$ cat config.mk
export PLATFORM = sky130hd
export DESIGN_NAME = pxp_core
export DESIGN_NICKNAME = d
export VERILOG_FILES = /design/src/rtl/pxp_pkg.sv /design/src/rtl/pxp_core.sv /design/src/rtl/pxp_regfile.sv
export SDC_FILE = /design/constraint.sdc
export NUM_CORES = 1
export LEC_CHECK = 0
export BUFFER_PORTS_ARGS = -buffer_cell sky130_fd_sc_hd__buf_2
export CORE_MARGIN = 5
export CORE_UTILIZATION = 55
export CTS_CLUSTER_SIZE = 12
export DETAILED_ROUTE_END_ITERATION = 7
export GPL_TIMING_DRIVEN = 0
export PLACE_DENSITY = 0.71
export SLEW_MARGIN = 5
export SYNTH_ARGS = -nofsm -noshare
export SYNTH_HDL_FRONTEND = slang
export SYNTH_SLANG_ARGS = --single-unit
$ cat constraint.sdc
create_clock -name clk_i -period 4.3 [get_ports clk_i]
set_clock_uncertainty 0.05 [all_clocks]
set_input_delay 0.86 -clock clk_i [delete_from_list [all_inputs] [get_ports clk_i]]
set_output_delay 0.86 -clock clk_i [all_outputs]
set_load 0.05 [all_outputs]
$ cat src/rtl/pxp_pkg.sv
// Purpose: shared constants and types of the port expander target core
// Assumes: one 250 MHz system clock
// Notes:   register indices are the command byte low bits
package pxp_pkg;
    localparam int unsigned CLK_FREQ_MHZ         = 250;
    localparam int unsigned ALERT_VALID_DELAY_NS = 4000;
    localparam int unsigned ALERT_VALID_CYC_INT  = (ALERT_VALID_DELAY_NS * CLK_FREQ_MHZ + 999) / 1000;
    localparam int unsigned ALERT_CNT_W          = 12;
    localparam logic [ALERT_CNT_W-1:0] ALERT_VALID_CYC = ALERT_VALID_CYC_INT[ALERT_CNT_W-1:0];

    localparam int unsigned BYTE_W    = 8;
    localparam int unsigned NUM_REGS  = 8;
    localparam int unsigned PORT_W    = 16;
    localparam int unsigned SYNC_W    = 21;
    localparam int unsigned SYNC_SCL  = 20;
    localparam int unsigned SYNC_SDA  = 19;
    localparam int unsigned SYNC_STRAP_LSB = 16;

    localparam logic [3:0] ADDR_PREFIX = 4'h4;
    localparam logic [3:0] BIT_LAST    = 4'h8;
    localparam logic [3:0] BIT_FIRST   = 4'h1;

    localparam logic [2:0] REG_IN0  = 3'h0;
    localparam logic [2:0] REG_IN1  = 3'h1;
    localparam logic [2:0] REG_OUT0 = 3'h2;
    localparam logic [2:0] REG_OUT1 = 3'h3;
    localparam logic [2:0] REG_POL0 = 3'h4;
    localparam logic [2:0] REG_POL1 = 3'h5;
    localparam logic [2:0] REG_CFG0 = 3'h6;
    localparam logic [2:0] REG_CFG1 = 3'h7;
    localparam logic [1:0] PAIR_IN  = 2'h0;
    localparam logic [1:0] PAIR_OUT = 2'h1;
    localparam logic [1:0] PAIR_POL = 2'h2;
    localparam logic [1:0] PAIR_CFG = 2'h3;

    localparam logic [7:0] OUT_RST = 8'hff;
    localparam logic [7:0] POL_RST = 8'h00;
    localparam logic [7:0] CFG_RST = 8'hff;
    localparam logic [SYNC_W-1:0] SYNC_RST = 21'h1fffff;

    typedef enum logic [8:0] {
        ST_IDLE     = 9'h001,
        ST_ADDR     = 9'h002,
        ST_ADDR_ACK = 9'h004,
        ST_CMD      = 9'h008,
        ST_CMD_ACK  = 9'h010,
        ST_WR       = 9'h020,
        ST_WR_ACK   = 9'h040,
        ST_RD       = 9'h080,
        ST_RD_ACK   = 9'h100
    } pxp_state_t;

    function automatic logic [7:0] pxp_reg_rst(input logic [2:0] idx);
        logic [1:0] pair;
        pair = idx[2:1];
        if (pair == PAIR_OUT) begin
            return OUT_RST;
        end else if (pair == PAIR_POL) begin
            return POL_RST;
        end else if (pair == PAIR_CFG) begin
            return CFG_RST;
        end
        return 8'h00;
    endfunction
endpackage

$ cat src/rtl/pxp_core.sv
// Purpose: serial-bus target core of a 16-bit port expander with change alert
// Assumes: bus and pins are sampled by the 250 MHz clock, which far outruns the bus clock
// Notes:   open-drain pins give a zero value and an active-low enable
//
// Function
// - reset returns every register and the bus state machine to defaults.
// - an edge on an input-configured pin raises the alert while its port differs from the last read value.
// - alert becomes valid only after a fixed settling delay.
// - pending alert clears on data return, port read, or stop.
// - read clearing happens at the acknowledge bit, on the clock falling edge.
// - after clearing, each further input change is detected again.
// - traffic to other bus targets changes alert state only through its stop, which clears it.
// - output pins never alert; output-to-input switch may raise a false one.
// - clearing is tracked per port; one port read keeps the other pending.
// - alert is active low and open drain.
// - registers form four pairs; successive bytes alternate within a pair.
// - any number of data bytes per write, alternation continuing.
// - read is command write, repeated start, address with direction 1.
// - repeated start keeps the currently accessed register as pointer.
// - further read bytes alternate between the two registers of a pair.
// - pin levels captured into input register at acknowledge rising edge.
// - stop may end a transfer anytime; last acknowledged data stands.
// - target address is 0100 followed by the three strap bits.
// - command low three bits select one of eight registers.
// - a set polarity bit inverts the reported input value.
// - configuration 1 makes a pin a released input, 0 a driven output.
`timescale 1ns/1ps
`default_nettype none
module pxp_core
    import pxp_pkg::*;
(
    input  wire logic       clk_i,
    input  wire logic       rst_i,
    input  wire logic       scl_i,
    input  wire logic       sda_i,
    input  wire logic       addr_strap_bit0_i,
    input  wire logic       addr_strap_bit1_i,
    input  wire logic       addr_strap_bit2_i,
    input  wire logic [7:0] port_zero_pins_i,
    input  wire logic [7:0] port_one_pins_i,
    output var  logic       sda_o,
    output var  logic       sda_oe_n_o,
    output var  logic       alert_o,
    output var  logic       alert_oe_n_o,
    output var  logic [7:0] port_zero_pins_o,
    output var  logic [7:0] port_zero_pins_oe_n_o,
    output var  logic [7:0] port_one_pins_o,
    output var  logic [7:0] port_one_pins_oe_n_o
);
    function automatic logic [7:0] port_byte(input logic [15:0] v, input logic sel);
        return sel ? v[15:8] : v[7:0];
    endfunction

    // input synchroniser; third stage only feeds edge detection
    logic [SYNC_W-1:0] raw;
    logic [SYNC_W-1:0] s1_q;
    logic [SYNC_W-1:0] s2_q;
    logic [SYNC_W-1:0] s3_q;

    assign raw = {scl_i, sda_i, addr_strap_bit2_i, addr_strap_bit1_i, addr_strap_bit0_i,
                  port_one_pins_i, port_zero_pins_i};

    always_ff @(posedge clk_i) begin
        if (rst_i) begin
            s1_q <= SYNC_RST;
            s2_q <= SYNC_RST;
            s3_q <= SYNC_RST;
        end else begin
            s1_q <= raw;
            s2_q <= s1_q;
            s3_q <= s2_q;
        end
    end

    logic        scl;
    logic        sda;
    logic        scl_rise;
    logic        scl_fall;
    logic        start;
    logic        stop;
    logic [2:0]  strap;
    logic [15:0] live;
    logic [15:0] pin_edge;

    assign scl      = s2_q[SYNC_SCL];
    assign sda      = s2_q[SYNC_SDA];
    assign scl_rise = scl & ~s3_q[SYNC_SCL];
    assign scl_fall = ~scl & s3_q[SYNC_SCL];
    assign start    = scl & s3_q[SYNC_SCL] & s3_q[SYNC_SDA] & ~sda;
    assign stop     = scl & s3_q[SYNC_SCL] & ~s3_q[SYNC_SDA] & sda;
    assign strap    = s2_q[SYNC_STRAP_LSB +: 3];
    assign live     = s2_q[PORT_W-1:0];
    assign pin_edge = s2_q[PORT_W-1:0] ^ s3_q[PORT_W-1:0];

    // register file
    logic        wr_en;
    logic [2:0]  nxt_ptr;
    logic [7:0]  rd_data;
    logic [63:0] regs;
    logic [15:0] out_v;
    logic [15:0] pol_v;
    logic [15:0] cfg_v;
    logic [2:0]  ptr_q;
    logic [7:0]  sh_q;

    pxp_regfile u_regfile (
        .clk_i     (clk_i),
        .rst_i     (rst_i),
        .wr_en_i   (wr_en),
        .wr_addr_i (ptr_q),
        .wr_data_i (sh_q),
        .rd_addr_i (nxt_ptr),
        .rd_data_o (rd_data),
        .regs_o    (regs)
    );

    assign out_v = regs[8*REG_OUT0 +: 16];
    assign pol_v = regs[8*REG_POL0 +: 16];
    assign cfg_v = regs[8*REG_CFG0 +: 16];

    // bus state machine
    pxp_state_t  state_q;
    pxp_state_t  state_d;
    logic [3:0]  cnt_q;
    logic [3:0]  cnt_d;
    logic [7:0]  sh_d;
    logic [2:0]  ptr_d;
    logic        mack_q;
    logic        mack_d;
    logic        sda_oe_n_q;
    logic        sda_oe_n_d;
    logic [15:0] snap_q;
    logic [15:0] snap_d;
    logic [2:0]  snap_init_q;
    logic [1:0]  rd_clr;
    logic [7:0]  tx;
    logic        addr_hit;

    assign addr_hit = (sh_q[7:1] == {ADDR_PREFIX, strap});
    // the upcoming byte belongs to the partner register while in read acknowledge
    assign nxt_ptr  = (state_q == ST_RD_ACK) ? {ptr_q[2:1], ~ptr_q[0]} : ptr_q;
    assign tx       = (nxt_ptr[2:1] == PAIR_IN) ? port_byte(snap_q ^ pol_v, nxt_ptr[0]) : rd_data;

    always_comb begin
        state_d    = state_q;
        cnt_d      = cnt_q;
        sh_d       = sh_q;
        ptr_d      = ptr_q;
        mack_d     = mack_q;
        sda_oe_n_d = sda_oe_n_q;
        snap_d     = snap_q;
        wr_en      = 1'b0;
        rd_clr     = 2'b00;
        // sync stages hold their reset ones for two cycles, so wait for real pin levels
        if (!snap_init_q[2]) begin
            snap_d = live;
        end
        if (stop) begin
            // committed bytes stay; a partial byte is dropped
            state_d    = ST_IDLE;
            sda_oe_n_d = 1'b1;
        end else if (start) begin
            // pointer left alone, so a restart reads the register in progress
            state_d    = ST_ADDR;
            cnt_d      = 4'h0;
            sda_oe_n_d = 1'b1;
        end else begin
            unique case (state_q)
                ST_IDLE: begin
                    state_d = ST_IDLE;
                end
                ST_ADDR, ST_CMD, ST_WR: begin
                    if (scl_rise) begin
                        sh_d  = {sh_q[6:0], sda};
                        cnt_d = cnt_q + BIT_FIRST;
                    end else if (scl_fall && cnt_q == BIT_LAST) begin
                        sda_oe_n_d = 1'b0;
                        if (state_q == ST_ADDR) begin
                            if (addr_hit) begin
                                state_d = ST_ADDR_ACK;
                            end else begin
                                state_d    = ST_IDLE;
                                sda_oe_n_d = 1'b1;
                            end
                        end else if (state_q == ST_CMD) begin
                            ptr_d   = sh_q[2:0];
                            state_d = ST_CMD_ACK;
                        end else begin
                            wr_en   = 1'b1;
                            state_d = ST_WR_ACK;
                        end
                    end
                end
                ST_ADDR_ACK: begin
                    if (scl_rise && sh_q[0] && nxt_ptr[2:1] == PAIR_IN) begin
                        snap_d[8*nxt_ptr[0] +: 8] = port_byte(live, nxt_ptr[0]);
                    end
                    if (scl_fall) begin
                        if (sh_q[0]) begin
                            sh_d       = {tx[6:0], 1'b0};
                            sda_oe_n_d = tx[7];
                            cnt_d      = BIT_FIRST;
                            state_d    = ST_RD;
                        end else begin
                            sda_oe_n_d = 1'b1;
                            cnt_d      = 4'h0;
                            state_d    = ST_CMD;
                        end
                    end
                end
                ST_CMD_ACK, ST_WR_ACK: begin
                    if (scl_fall) begin
                        if (state_q == ST_WR_ACK) begin
                            ptr_d = {ptr_q[2:1], ~ptr_q[0]};
                        end
                        sda_oe_n_d = 1'b1;
                        cnt_d      = 4'h0;
                        state_d    = ST_WR;
                    end
                end
                ST_RD: begin
                    if (scl_fall) begin
                        if (cnt_q == BIT_LAST) begin
                            sda_oe_n_d = 1'b1;
                            state_d    = ST_RD_ACK;
                        end else begin
                            sda_oe_n_d = sh_q[7];
                            sh_d       = {sh_q[6:0], 1'b0};
                            cnt_d      = cnt_q + BIT_FIRST;
                        end
                    end
                end
                ST_RD_ACK: begin
                    if (scl_rise) begin
                        mack_d = ~sda;
                        // a refused byte is never sent, so the partner port keeps its snapshot and alert
                        if (nxt_ptr[2:1] == PAIR_IN && !sda) begin
                            snap_d[8*nxt_ptr[0] +: 8] = port_byte(live, nxt_ptr[0]);
                        end
                    end
                    if (scl_fall) begin
                        if (ptr_q[2:1] == PAIR_IN) begin
                            rd_clr[ptr_q[0]] = 1'b1;
                        end
                        ptr_d = nxt_ptr;
                        if (mack_q) begin
                            sh_d       = {tx[6:0], 1'b0};
                            sda_oe_n_d = tx[7];
                            cnt_d      = BIT_FIRST;
                            state_d    = ST_RD;
                        end else begin
                            state_d = ST_IDLE;
                        end
                    end
                end
                default: begin
                    state_d    = ST_IDLE;
                    sda_oe_n_d = 1'b1;
                end
            endcase
        end
    end

    always_ff @(posedge clk_i) begin
        if (rst_i) begin
            state_q     <= ST_IDLE;
            cnt_q       <= 4'h0;
            sh_q        <= 8'h00;
            ptr_q       <= REG_IN0;
            mack_q      <= 1'b0;
            sda_oe_n_q  <= 1'b1;
            snap_q      <= 16'h0000;
            snap_init_q <= 3'h0;
        end else begin
            state_q     <= state_d;
            cnt_q       <= cnt_d;
            sh_q        <= sh_d;
            ptr_q       <= ptr_d;
            mack_q      <= mack_d;
            sda_oe_n_q  <= sda_oe_n_d;
            snap_q      <= snap_d;
            snap_init_q <= {snap_init_q[1:0], 1'b1};
        end
    end

    // change detection, per port
    logic [1:0]             mism;
    logic [1:0]             mism_prev_q;
    logic [1:0]             pend_set;
    logic [1:0]             pend_q;
    logic [1:0]             pend_d;
    logic [ALERT_CNT_W-1:0] dly_q;
    logic [ALERT_CNT_W-1:0] dly_d;
    logic                   alert_oe_n_q;
    logic                   alert_oe_n_d;

    genvar gp;
    generate
        for (gp = 0; gp < 2; gp++) begin : g_port
            // only input pins compare, so outputs never alert
            assign mism[gp] = |((live[8*gp +: 8] ^ snap_q[8*gp +: 8]) & cfg_v[8*gp +: 8]);
            // a fresh mismatch also covers a pin turned from output to input
            // no alert until the snapshot holds real pins, else reset ones look like edges
            assign pend_set[gp] = snap_init_q[2] & mism[gp]
                                & ((|(pin_edge[8*gp +: 8] & cfg_v[8*gp +: 8])) | ~mism_prev_q[gp]);
            // set wins over every clear source
            assign pend_d[gp] = pend_set[gp] | (pend_q[gp] & mism[gp] & ~rd_clr[gp] & ~stop);
        end
    endgenerate

    always_comb begin
        dly_d = {ALERT_CNT_W{1'b0}};
        if (|pend_q) begin
            dly_d = (dly_q == ALERT_VALID_CYC) ? dly_q : dly_q + 12'h001;
        end
        alert_oe_n_d = ~((|pend_q) && dly_q == ALERT_VALID_CYC);
    end

    always_ff @(posedge clk_i) begin
        if (rst_i) begin
            mism_prev_q  <= 2'b11;
            pend_q       <= 2'b00;
            dly_q        <= {ALERT_CNT_W{1'b0}};
            alert_oe_n_q <= 1'b1;
        end else begin
            mism_prev_q  <= mism;
            pend_q       <= pend_d;
            dly_q        <= dly_d;
            alert_oe_n_q <= alert_oe_n_d;
        end
    end

    // pin drivers
    logic [15:0] pin_q;
    logic [15:0] pin_oe_n_q;
    logic        low_q;

    always_ff @(posedge clk_i) begin
        if (rst_i) begin
            pin_q      <= {OUT_RST, OUT_RST};
            pin_oe_n_q <= {CFG_RST, CFG_RST};
            low_q      <= 1'b0;
        end else begin
            pin_q      <= out_v;
            pin_oe_n_q <= cfg_v;
            low_q      <= 1'b0;
        end
    end

    assign sda_o                 = low_q;
    assign sda_oe_n_o            = sda_oe_n_q;
    assign alert_o               = low_q;
    assign alert_oe_n_o          = alert_oe_n_q;
    assign port_zero_pins_o      = pin_q[7:0];
    assign port_zero_pins_oe_n_o = pin_oe_n_q[7:0];
    assign port_one_pins_o       = pin_q[15:8];
    assign port_one_pins_oe_n_o  = pin_oe_n_q[15:8];
endmodule
`default_nettype wire

$ cat src/rtl/pxp_regfile.sv
// Purpose: writable register pairs of the expander with a registered read port
// Assumes: writes to the input pair are dropped, those registers live in the core
// Notes:   all registers are also exposed flat for the pin and alert logic
`timescale 1ns/1ps
`default_nettype none
module pxp_regfile
    import pxp_pkg::*;
(
    input  wire logic        clk_i,
    input  wire logic        rst_i,
    input  wire logic        wr_en_i,
    input  wire logic [2:0]  wr_addr_i,
    input  wire logic [7:0]  wr_data_i,
    input  wire logic [2:0]  rd_addr_i,
    output var  logic [7:0]  rd_data_o,
    output var  logic [63:0] regs_o
);
    logic [7:0] mem_q [NUM_REGS];
    logic [7:0] mem_d [NUM_REGS];
    logic [7:0] rd_d;

    genvar gi;
    generate
        for (gi = 0; gi < NUM_REGS; gi++) begin : g_reg
            localparam logic [2:0] IDX = 3'(gi);
            always_comb begin
                mem_d[gi] = mem_q[gi];
                if (wr_en_i && wr_addr_i == IDX && IDX[2:1] != PAIR_IN) begin
                    mem_d[gi] = wr_data_i;
                end
            end
            always_ff @(posedge clk_i) begin
                if (rst_i) begin
                    mem_q[gi] <= pxp_reg_rst(IDX);
                end else begin
                    mem_q[gi] <= mem_d[gi];
                end
            end
            assign regs_o[8*gi +: 8] = mem_q[gi];
        end
    endgenerate

    always_comb begin
        rd_d = mem_q[rd_addr_i];
    end

    always_ff @(posedge clk_i) begin
        if (rst_i) begin
            rd_data_o <= 8'h00;
        end else begin
            rd_data_o <= rd_d;
        end
    end
endmodule
`default_nettype wire

======== Word level (Yosys, flattened, before mapping) ========
Memory sizes are Yosys's and may differ from the RTL's. A register that Yosys moved wholly into a read port is not among the register bits.
Cells that the tools add are included.
word-level totals
  RAM bits ................................ 64
  logic and storage cells ................. 259
  register bits after elaboration ......... 157
  memories kept ........................... 1
  output and inout port bits .............. 36
  input bits .............................. 23
memories
  memory           words  width  rd ports  clocked after memory_dff  write ports  line               source
  u_regfile.mem_q  8      8      7         1                         8            pxp_regfile.sv:18  logic [7:0] mem_q [NUM_REGS];
operators by class
  bitwise gates (word level) .............. 52
  $add $sub $neg .......................... 3
  equal/unequal tests ..................... 43
  multiplexer cells ....................... 96
  magnitude comparators ................... 2
  shift operators ......................... 2
  reductions and logical operators ........ 39
operators with widths
  operator                 count
  $mux 8                   26
  $mux 16                  6
  $mux 9                   8
  $pmux 9 s5               1
  $neg 4->34               1
  $shift 8x34->16 const A  1
  $shiftx 8x34->16         1
  $and 8x8->8              4
  $mux 4                   8
  $pmux 16 s2              1
  $pmux 8 s4               1
  $reduce_or 8->1          4
  $xor 16x16->16           2
  $ne 3x3->1 const B       10
  $ne 2x2->1 const B       14
  $mux 1                   27
  $reduce_and 9->1         3
  $pmux 4 s5               1
  $reduce_and 10->1        2
  $mux 3                   6
  $and 1x1->1              17
  $bwmux 16                1
  $xor 8x8->8              2
  $not 1->1                15
  38 further kinds         75

======== Longest topological paths before layout ========
Gate-level depths: netlist of run 1.
  depth after elaboration ................. 13
  gate-level depth with buffers ........... 13
  depth with buffers taken out ............ 9

======== By module ========
From an unflattened synthesis of run 1, not the netlist that was laid out.
unflattened totals
  cells, all modules ...................... 951
  area total of the unflattened synthesis .. 9062.4 um^2
modules (own cells, without submodules)
  module       sequential area each (um^2)  area an instance (um^2)  cells each  times used
  pxp_core     3083.0                       6548.8                   677         1
  pxp_regfile  1121.1                       2513.7                   274         1

======== Worst setup path before layout of run 1 ========
Ideal clock, no wire load.
  path kind ............................... register to register
  start ................................... register state_q[5]
  end ..................................... register u_regfile.rd_data_o[3], read port of u_regfile.mem_q
  setup time .............................. 0.128 ns
  data required time ...................... 4.122 ns
  path buffers ............................ 5
  stages on the path, launching flop included .. 13
  arrival ................................. 3.488 ns
  setup slack ............................. 0.634 ns
  period minus slack after synthesis ...... 3.666 ns
  cells stage by stage .................... dfxtp_1 > buf_2 > or4_4 > buf_6 > or4_4 > clkinv_1 > ha_1 > clkbuf_1 > clkbuf_1 > buf_1 > mux2_2 > a22oi_1 > nor2_1
between the ends
  longest elaborated chain between the ends .. 2
RTL lines
  what                    line               source
  start, declared         pxp_core.sv:122    pxp_state_t state_q;
  start signal, assigned  pxp_core.sv:275    state_q <= state_d;
  $eq 9x9->1              pxp_core.sv:141    assign nxt_ptr = (state_q == ST_RD_ACK) ? {ptr_q[2:1], ~ptr_q[0]} : ptr_q;
  $mux 1                  pxp_core.sv:141
  end, declared           pxp_regfile.sv:15  output var logic [7:0] rd_data_o,
No other way between the ends.
A chain may end at the register's enable or synchronous reset.

======== Final worst setup path of run 1 ========
  start ................................... register state_q[5]
  end ..................................... register u_regfile.rd_data_o[7], read port of u_regfile.mem_q
Same word-level chain as after synthesis.

==> impl_metrics.env, run 1 <==
export IMPL_reg2reg_slack_ps=300
export IMPL_r2r_end="u_regfile.rd_data_o[7]"
export IMPL_cts_tree="built"
export IMPL_timing_final_ws_setup_ps=300
export IMPL_drt_pass1_iterations=6
export IMPL_cts_inserted_buffers=22
export IMPL_clk_pin_slew_ps=60
export IMPL_gp_congestion=0.933
export IMPL_ys_ff_latch=210
export IMPL_critPathCaptureType="flop"
export IMPL_clockRootBuffer="clkbuf_16"
export IMPL_powerDensity_mw_per_mm2=408
export IMPL_gr_usage_all_layers=0.224
export IMPL_hp_class="reg2reg"
export IMPL_setup_viol_count_final=0
export IMPL_yosysUniqueCellTypes=67
export IMPL_yosysTopAreaCell="dfxtp_1"
export IMPL_yosysSeqAreaShare=0.497
export IMPL_synth_edf_count=0
export IMPL_finalMaxSlewViolations=0
export IMPL_die_h_um=134
export IMPL_status="finished clean"
export IMPL_crit_chain="buf_2, or4_4, buf_6, or4_4, clkinv_1, ha_1, clkbuf_1, clkbuf_2, clkbuf_2, mux4_2, a21oi_1, nor2_1"
export IMPL_grt_pass1_vias=5954
export IMPL_yosys_top_cells_area="dfxtp_1 50%, or2_2 7.1%, nor2_1 5.9%"
export IMPL_required_ps=4620
export IMPL_fill_cells=1294
export IMPL_p_leak_nw=3.77
export IMPL_syn_avg_cell_area_um2=9.64
export IMPL_critPathArrivalTime_ps=4320
export IMPL_cts_sinks=210
export IMPL_synth_top_cell_area_share=0.497
export IMPL_tns_ps=0
export IMPL_wl_per_cell_um=17.6
export IMPL_grt_pass1_wl_um=32100
export IMPL_rows=45
export IMPL_timing_rr_start="state_q[5]"
export IMPL_crit_path_end="u_regfile.rd_data_o[7]"
export IMPL_post_dp_hpwl_um=14800
export IMPL_max_freq_ghz=0.250
export IMPL_initial_core_util=0.559
export IMPL_period_needed_ps=4000
export IMPL_area_delta_synth_final_pct=13.9
export IMPL_cap_violations=0
export IMPL_final_core_util=0.637
export IMPL_post_route_period_util=0.930
export IMPL_critPathLaunchType="flop"
export IMPL_r2r_cells=12
export IMPL_cp_max_fo=10
export IMPL_async_reset_ff_frac=0
export IMPL_ys_flop_type="dfxtp_1"
export IMPL_grt_max_degree=13
export IMPL_hold_slack_ps=355
export IMPL_worst_pin_slew_ps=1020
export IMPL_clockBufferDepth=3
export IMPL_multiInputGateArea_mm2=0.00400
export IMPL_overflow=0
export IMPL_core_area_mm2=0.0151
export IMPL_drive_above_1_share=0.224
export IMPL_ios=59
export IMPL_maxSlewHeadroom=0.317
export IMPL_diodes=0
export IMPL_yosys_warnings=0
export IMPL_ir_drop_mv=0.352
export IMPL_slowest_stage="or4_4"
export IMPL_drt_iter0_markers=446
export IMPL_wirelength_um=20300
export IMPL_critPathMaxStageDelay_ps=520
export IMPL_pre_cts_slack_ps=-161
export IMPL_criticalPathCategory="reg2reg"
export IMPL_hold_viol=0
export IMPL_antenna_found_initial=0
export IMPL_clkLatencyLatePin_ps=510
export IMPL_nNetsFinal=987
export IMPL_synthCells=878
export IMPL_vias_per_cell=5.60
export IMPL_vias=6457
export IMPL_die_width_um=134
export IMPL_drc=0
export IMPL_h_tree_depth=1
export IMPL_seq_area_mm2=0.00420
export IMPL_ant_nets=0
export IMPL_syn_cell_area_mm2=0.00847
export IMPL_die_area_mm2=0.0180
export IMPL_cp_startpoint="state_q[5]"
export IMPL_rsz0062_at_grt="no"
export IMPL_port_buffers=56
==> sequential cells by signal, summed over array words and instances (netlist names), 12 cells and up <==
register and count:
s3_q 18, pin_oe_n_q 16, s1_q 21, u_regfile.mem_q 48
pin_q 16, s2_q 21, snap_q 16, dly_q 12
==> through the flow <==
stage	power [mW]	area, um^2	std cells
after floorplan	2.17	8470	879
after global placement	2.22	8990	1123
after detailed placement	2.23	8990	1123
after CTS	3.97	9640	1154
after global routing	4.08	9640	1154
final	3.94	9640	1154
==> how the worst min path moves through the flow <==
| stage | startpoint | to | slack [ps] | depth (start not counted) |
|---|---|---|---|---|
| floorplan | s1_q[0] | s2_q[0] | 340 | 1 |
| global placement | s1_q[1] | s2_q[1] | 340 | 1 |
| detailed placement | s1_q[18] | s2_q[18] | 340 | 1 |
| CTS | s1_q[18] | s2_q[18] | 360 | 1 |
| global route | s1_q[18] | s2_q[18] | 360 | 1 |
| finish | s1_q[9] | s2_q[9] | 350 | 1 |
==> power breakdown <==
group | internal [mW] | switching, mW
logic | 0.0763 | 0.0942
clock network | 1.03 | 0.717
registers | 1.98 | 0.0329
==> critical path: cells and delay by family, from the launching register on <==
kind	cells	cell delay [ps]
AOI/OAI and AO/OA	1	170
DFF	1	290
buffers and inverters	6	1730
and+or+nand+nor	3	1100
adders and majority gates	1	140
muxes	1	370
==> cells in the mapped netlist (4+ instances only) <==
| master | count |
|---|---|
| a21oi_1 | 56 |
| xnor2_1 | 20 |
| o22ai_1 | 10 |
| xor2_1 | 44 |
| dfxtp_1 | 210 |
| nand4_1 | 5 |
| clkbuf_1 | 39 |
| o21ai_0 | 11 |
| nor2b_1 | 8 |
| mux2i_1 | 45 |
| a211o_1 | 8 |
| nor4_1 | 7 |
| a22oi_1 | 13 |
| and3_1 | 6 |
| nand2b_1 | 8 |
| nand2_1 | 31 |
| inv_1 | 9 |
| nor2_1 | 133 |
| ha_1 | 5 |
| mux2_2 | 5 |
| nand3_1 | 15 |
| nor3_1 | 9 |
| o211ai_1 | 4 |
| mux4_2 | 8 |
| or2_2 | 96 |
==> logic make-up (layout without fill, tap and decap cells) <==
logic type / count (synthesis) / count (layout) / share of synthesized area
AOI/OAI and AO/OA: 136 / 136 / 0.108
xor gates and xnor gates: 64 / 64 / 0.0662
adders and majority gates: 5 / 5 / 0.00739
buffers and inverters: 61 / 148 / 0.0310
DFF: 210 / 210 / 0.497
muxes: 58 / 58 / 0.0811
other: 1 / 2 / 0.000443
and+or+nand+nor: 343 / 343 / 0.210
==> what timing repair did <==
action | CTS | global route
setup endpoints to repair | 8 | 7
hold buffers | 0 | 0
gates resized for setup | 1 | 1
buffers inserted | 0 | 0
==> placed cells by master, fill, tap and decap left out, types with 7 or more instances in the layout <==
cell type  instances
nand3_1           15
o21ai_0           11
mux4_2             8
dfxtp_1          210
o22ai_1           10
nor2_1           133
nor2b_1            8
nand2_1           31
clkbuf_16         22
a21oi_1           56
or2_2             96
a22oi_1           13
nand2b_1           8
nor4_1             7
xnor2_1           20
clkbuf_1          40
a211o_1            8
mux2i_1           45
xor2_1            44
nor3_1             9
buf_2             59
inv_1              9
==> cell type report <==
class,count,share of cell area
sequential,210,0.436
multi-input combinational,608,0.415
clock buffer,27,0.0621
timing repair buffer,56,0.0291
tap,188,0.0244
buffer,50,0.0232
clock inverter,4,0.00584
inverter,11,0.00428
==> per-layer routing <==
metal / GRT usage / wire length [um] / vias to the layer above
met5: 0 / 0 / -
met2: 0.356 / 9210 / 222
met4: 0.0633 / 603 / 0
met1: 0.310 / 8830 / 3029
li1: - / - / 3159
met3: 0.0476 / 1630 / 47
Note: power is estimated with default switching activity, not from simulation.
==> inputs of run 2 (changes only) <==
Settings changed: CORE_MARGIN 5 to 3.
==> impl_metrics.env, run 2 (synthesized netlist as in run 1, its figures left out) <==
export IMPL_r2r_end="u_regfile.rd_data_o[3]"
export IMPL_overflow=0
export IMPL_criticalPathCategory="reg2reg"
export IMPL_intPower_mw=3.04
export IMPL_die_h_um=130
export IMPL_clk_pin_slew_ps=60
export IMPL_area_delta_synth_final_pct=13.5
export IMPL_die_width_um=130
export IMPL_ir_drop_mv=0.341
export IMPL_initial_core_util=0.572
export IMPL_h_tree_depth=1
export IMPL_pre_cts_slack_ps=-117
export IMPL_dpl_cell_area_mm2=0.00898
export IMPL_core_area_mm2=0.0148
export IMPL_worst_pin_slew_ps=1050
export IMPL_power_mw=3.88
export IMPL_regMostFlops="u_regfile.mem_q"
export IMPL_place_inst=1119
export IMPL_pwr_share_clk=0.436
export IMPL_p_leak_nw=3.75
export IMPL_ant_nets=0
export IMPL_max_freq_ghz=0.253
export IMPL_drt_pass1_iterations=5
export IMPL_setup_viol_count_final=0
export IMPL_largest_register_ffs=48
export IMPL_rsz0062_at_grt="no"
export IMPL_nNetsFinal=987
export IMPL_drc=0
export IMPL_wl_per_cell_um=17.8
export IMPL_post_route_period_util=0.919
export IMPL_timing_final_ws_setup_ps=350
export IMPL_rows=44
export IMPL_final_cell_area_mm2=0.00961
export IMPL_powerDensity_mw_per_mm2=404
export IMPL_layout_commonest_cell="dfxtp_1"
export IMPL_required_ps=4620
export IMPL_reg2reg_slack_ps=350
export IMPL_cts_tree="built"
export IMPL_timing_rr_start="state_q[5]"
export IMPL_diodes=0
export IMPL_finalMaxSlewViolations=0
export IMPL_clockRootBuffer="clkbuf_16"
export IMPL_clkLatencyLatePin_ps=500
export IMPL_critPathCaptureType="flop"
export IMPL_hp_class="reg2reg"
export IMPL_whs_endpoint="s2_q[4]"
export IMPL_r2r_cells=12
export IMPL_critPathLaunchType="flop"
export IMPL_maxSlewHeadroom=0.299
export IMPL_ios=59
export IMPL_vias=6425
export IMPL_cts_sinks=210
export IMPL_cp_max_fo=10
export IMPL_grt_pass1_wl_um=32300
export IMPL_die_area_mm2=0.0169
export IMPL_switching_share=0.218
export IMPL_hold_slack_ps=356
export IMPL_port_buffers=56
export IMPL_drive_above_1_share=0.221
export IMPL_tns_ps=0
export IMPL_post_dp_hpwl_um=14900
export IMPL_final_core_util=0.649
export IMPL_power_switching_mw=0.844
export IMPL_gr_usage_all_layers=0.243
export IMPL_vias_per_cell=5.59
export IMPL_period_needed_ps=3950
export IMPL_whs_path_depth=1
export IMPL_critPathArrivalTime_ps=4270
export IMPL_largestRegisters="u_regfile.mem_q: 48 flops, s1_q: 21 flops, s2_q: 21 flops"
export IMPL_fill_cells=1239
export IMPL_grt_pass1_vias=5968
export IMPL_drt_iter0_markers=447
export IMPL_seq_area_mm2=0.00420
export IMPL_final_cell_mix="210 x dfxtp_1, 133 x nor2_1, 96 x or2_2"
export IMPL_cap_violations=0
export IMPL_wirelength_um=20500
export IMPL_multiInputGateArea_mm2=0.00400
export IMPL_comb_power_share=0.044
export IMPL_antenna_found_initial=0
export IMPL_cts_inserted_buffers=22
export IMPL_clockBufferDepth=3
export IMPL_pwr_share_seq=0.520
export IMPL_worstHoldStart="s1_q[4]"
export IMPL_hold_viol=0
export IMPL_status="finished clean"
export IMPL_gp_congestion=0.952
export IMPL_grt_max_degree=13
export IMPL_fin_cells=1149
[run 2: changes by cell type in the layout (fill, tap and decap cells not counted)]
| cell | change |
|---|---|
| bufinv_16 | -1 |
| clkinv_2 | -2 |
| clkbuf_1 | +2 |
[run 2: how the worst max path moves through the flow]
stage	start	endpoint	cells after the start
4_1_cts	state_q[5]	u_regfile.rd_data_o[7]	12
3_3_place_gp	state_q[5]	u_regfile.rd_data_o[7]	12
5_1_grt	state_q[5]	u_regfile.rd_data_o[3]	12
2_1_floorplan	state_q[5]	u_regfile.rd_data_o[3]	12
6_report	state_q[5]	u_regfile.rd_data_o[3]	12
3_5_place_dp	state_q[5]	u_regfile.rd_data_o[7]	12
[run 2: what timing repair did]
action,in CTS,in global routing
buffers inserted,0,0
cloned,0,0
gates resized for setup,1,1
hold buffers,0,0
setup endpoints to repair,6,7
pin swaps,0,0
[run 2: critical path: stages, from the launching register on]
cell      delay (ps)
dfxtp_1          290
buf_2            170
or4_4            520
buf_6            150
or4_4            510
clkinv_1         170
ha_1             150
clkbuf_1         390
clkbuf_2         420
clkbuf_2         380
mux2_2           380
a22oi_1          170
nor2_1            60
[run 2: final cells by class]
type | instances | share of cell area
multi-input combinational | 608 | 0.417
timing repair buffer | 56 | 0.0292
buffer | 50 | 0.0233
sequential | 210 | 0.438
tap | 184 | 0.0240
inverter | 11 | 0.00430
clock buffer | 29 | 0.0632
clock inverter | 1 | 0.00169
[run 2: power groups by stage]
stage                     combinational [mW]  clock (mW)  sequential (mW)
after detailed placement               0.170           0             2.06
after global placement                 0.167           0             2.06
after floorplan                        0.123           0             2.05
after global routing                   0.189        1.80             2.02
after CTS                              0.171        1.72             2.02
final                                  0.171        1.69             2.02
[run 2: metal layers]
| layer | GRT usage | vias to the layer above | share of wire |
|---|---|---|---|
| met5 | 0 | - | 0 |
| met4 | 0.0581 | 0 | 0.024 |
| met3 | 0.0475 | 45 | 0.071 |
| met2 | 0.391 | 212 | 0.47 |
| met1 | 0.340 | 3016 | 0.43 |
| li1 | - | 3152 | - |
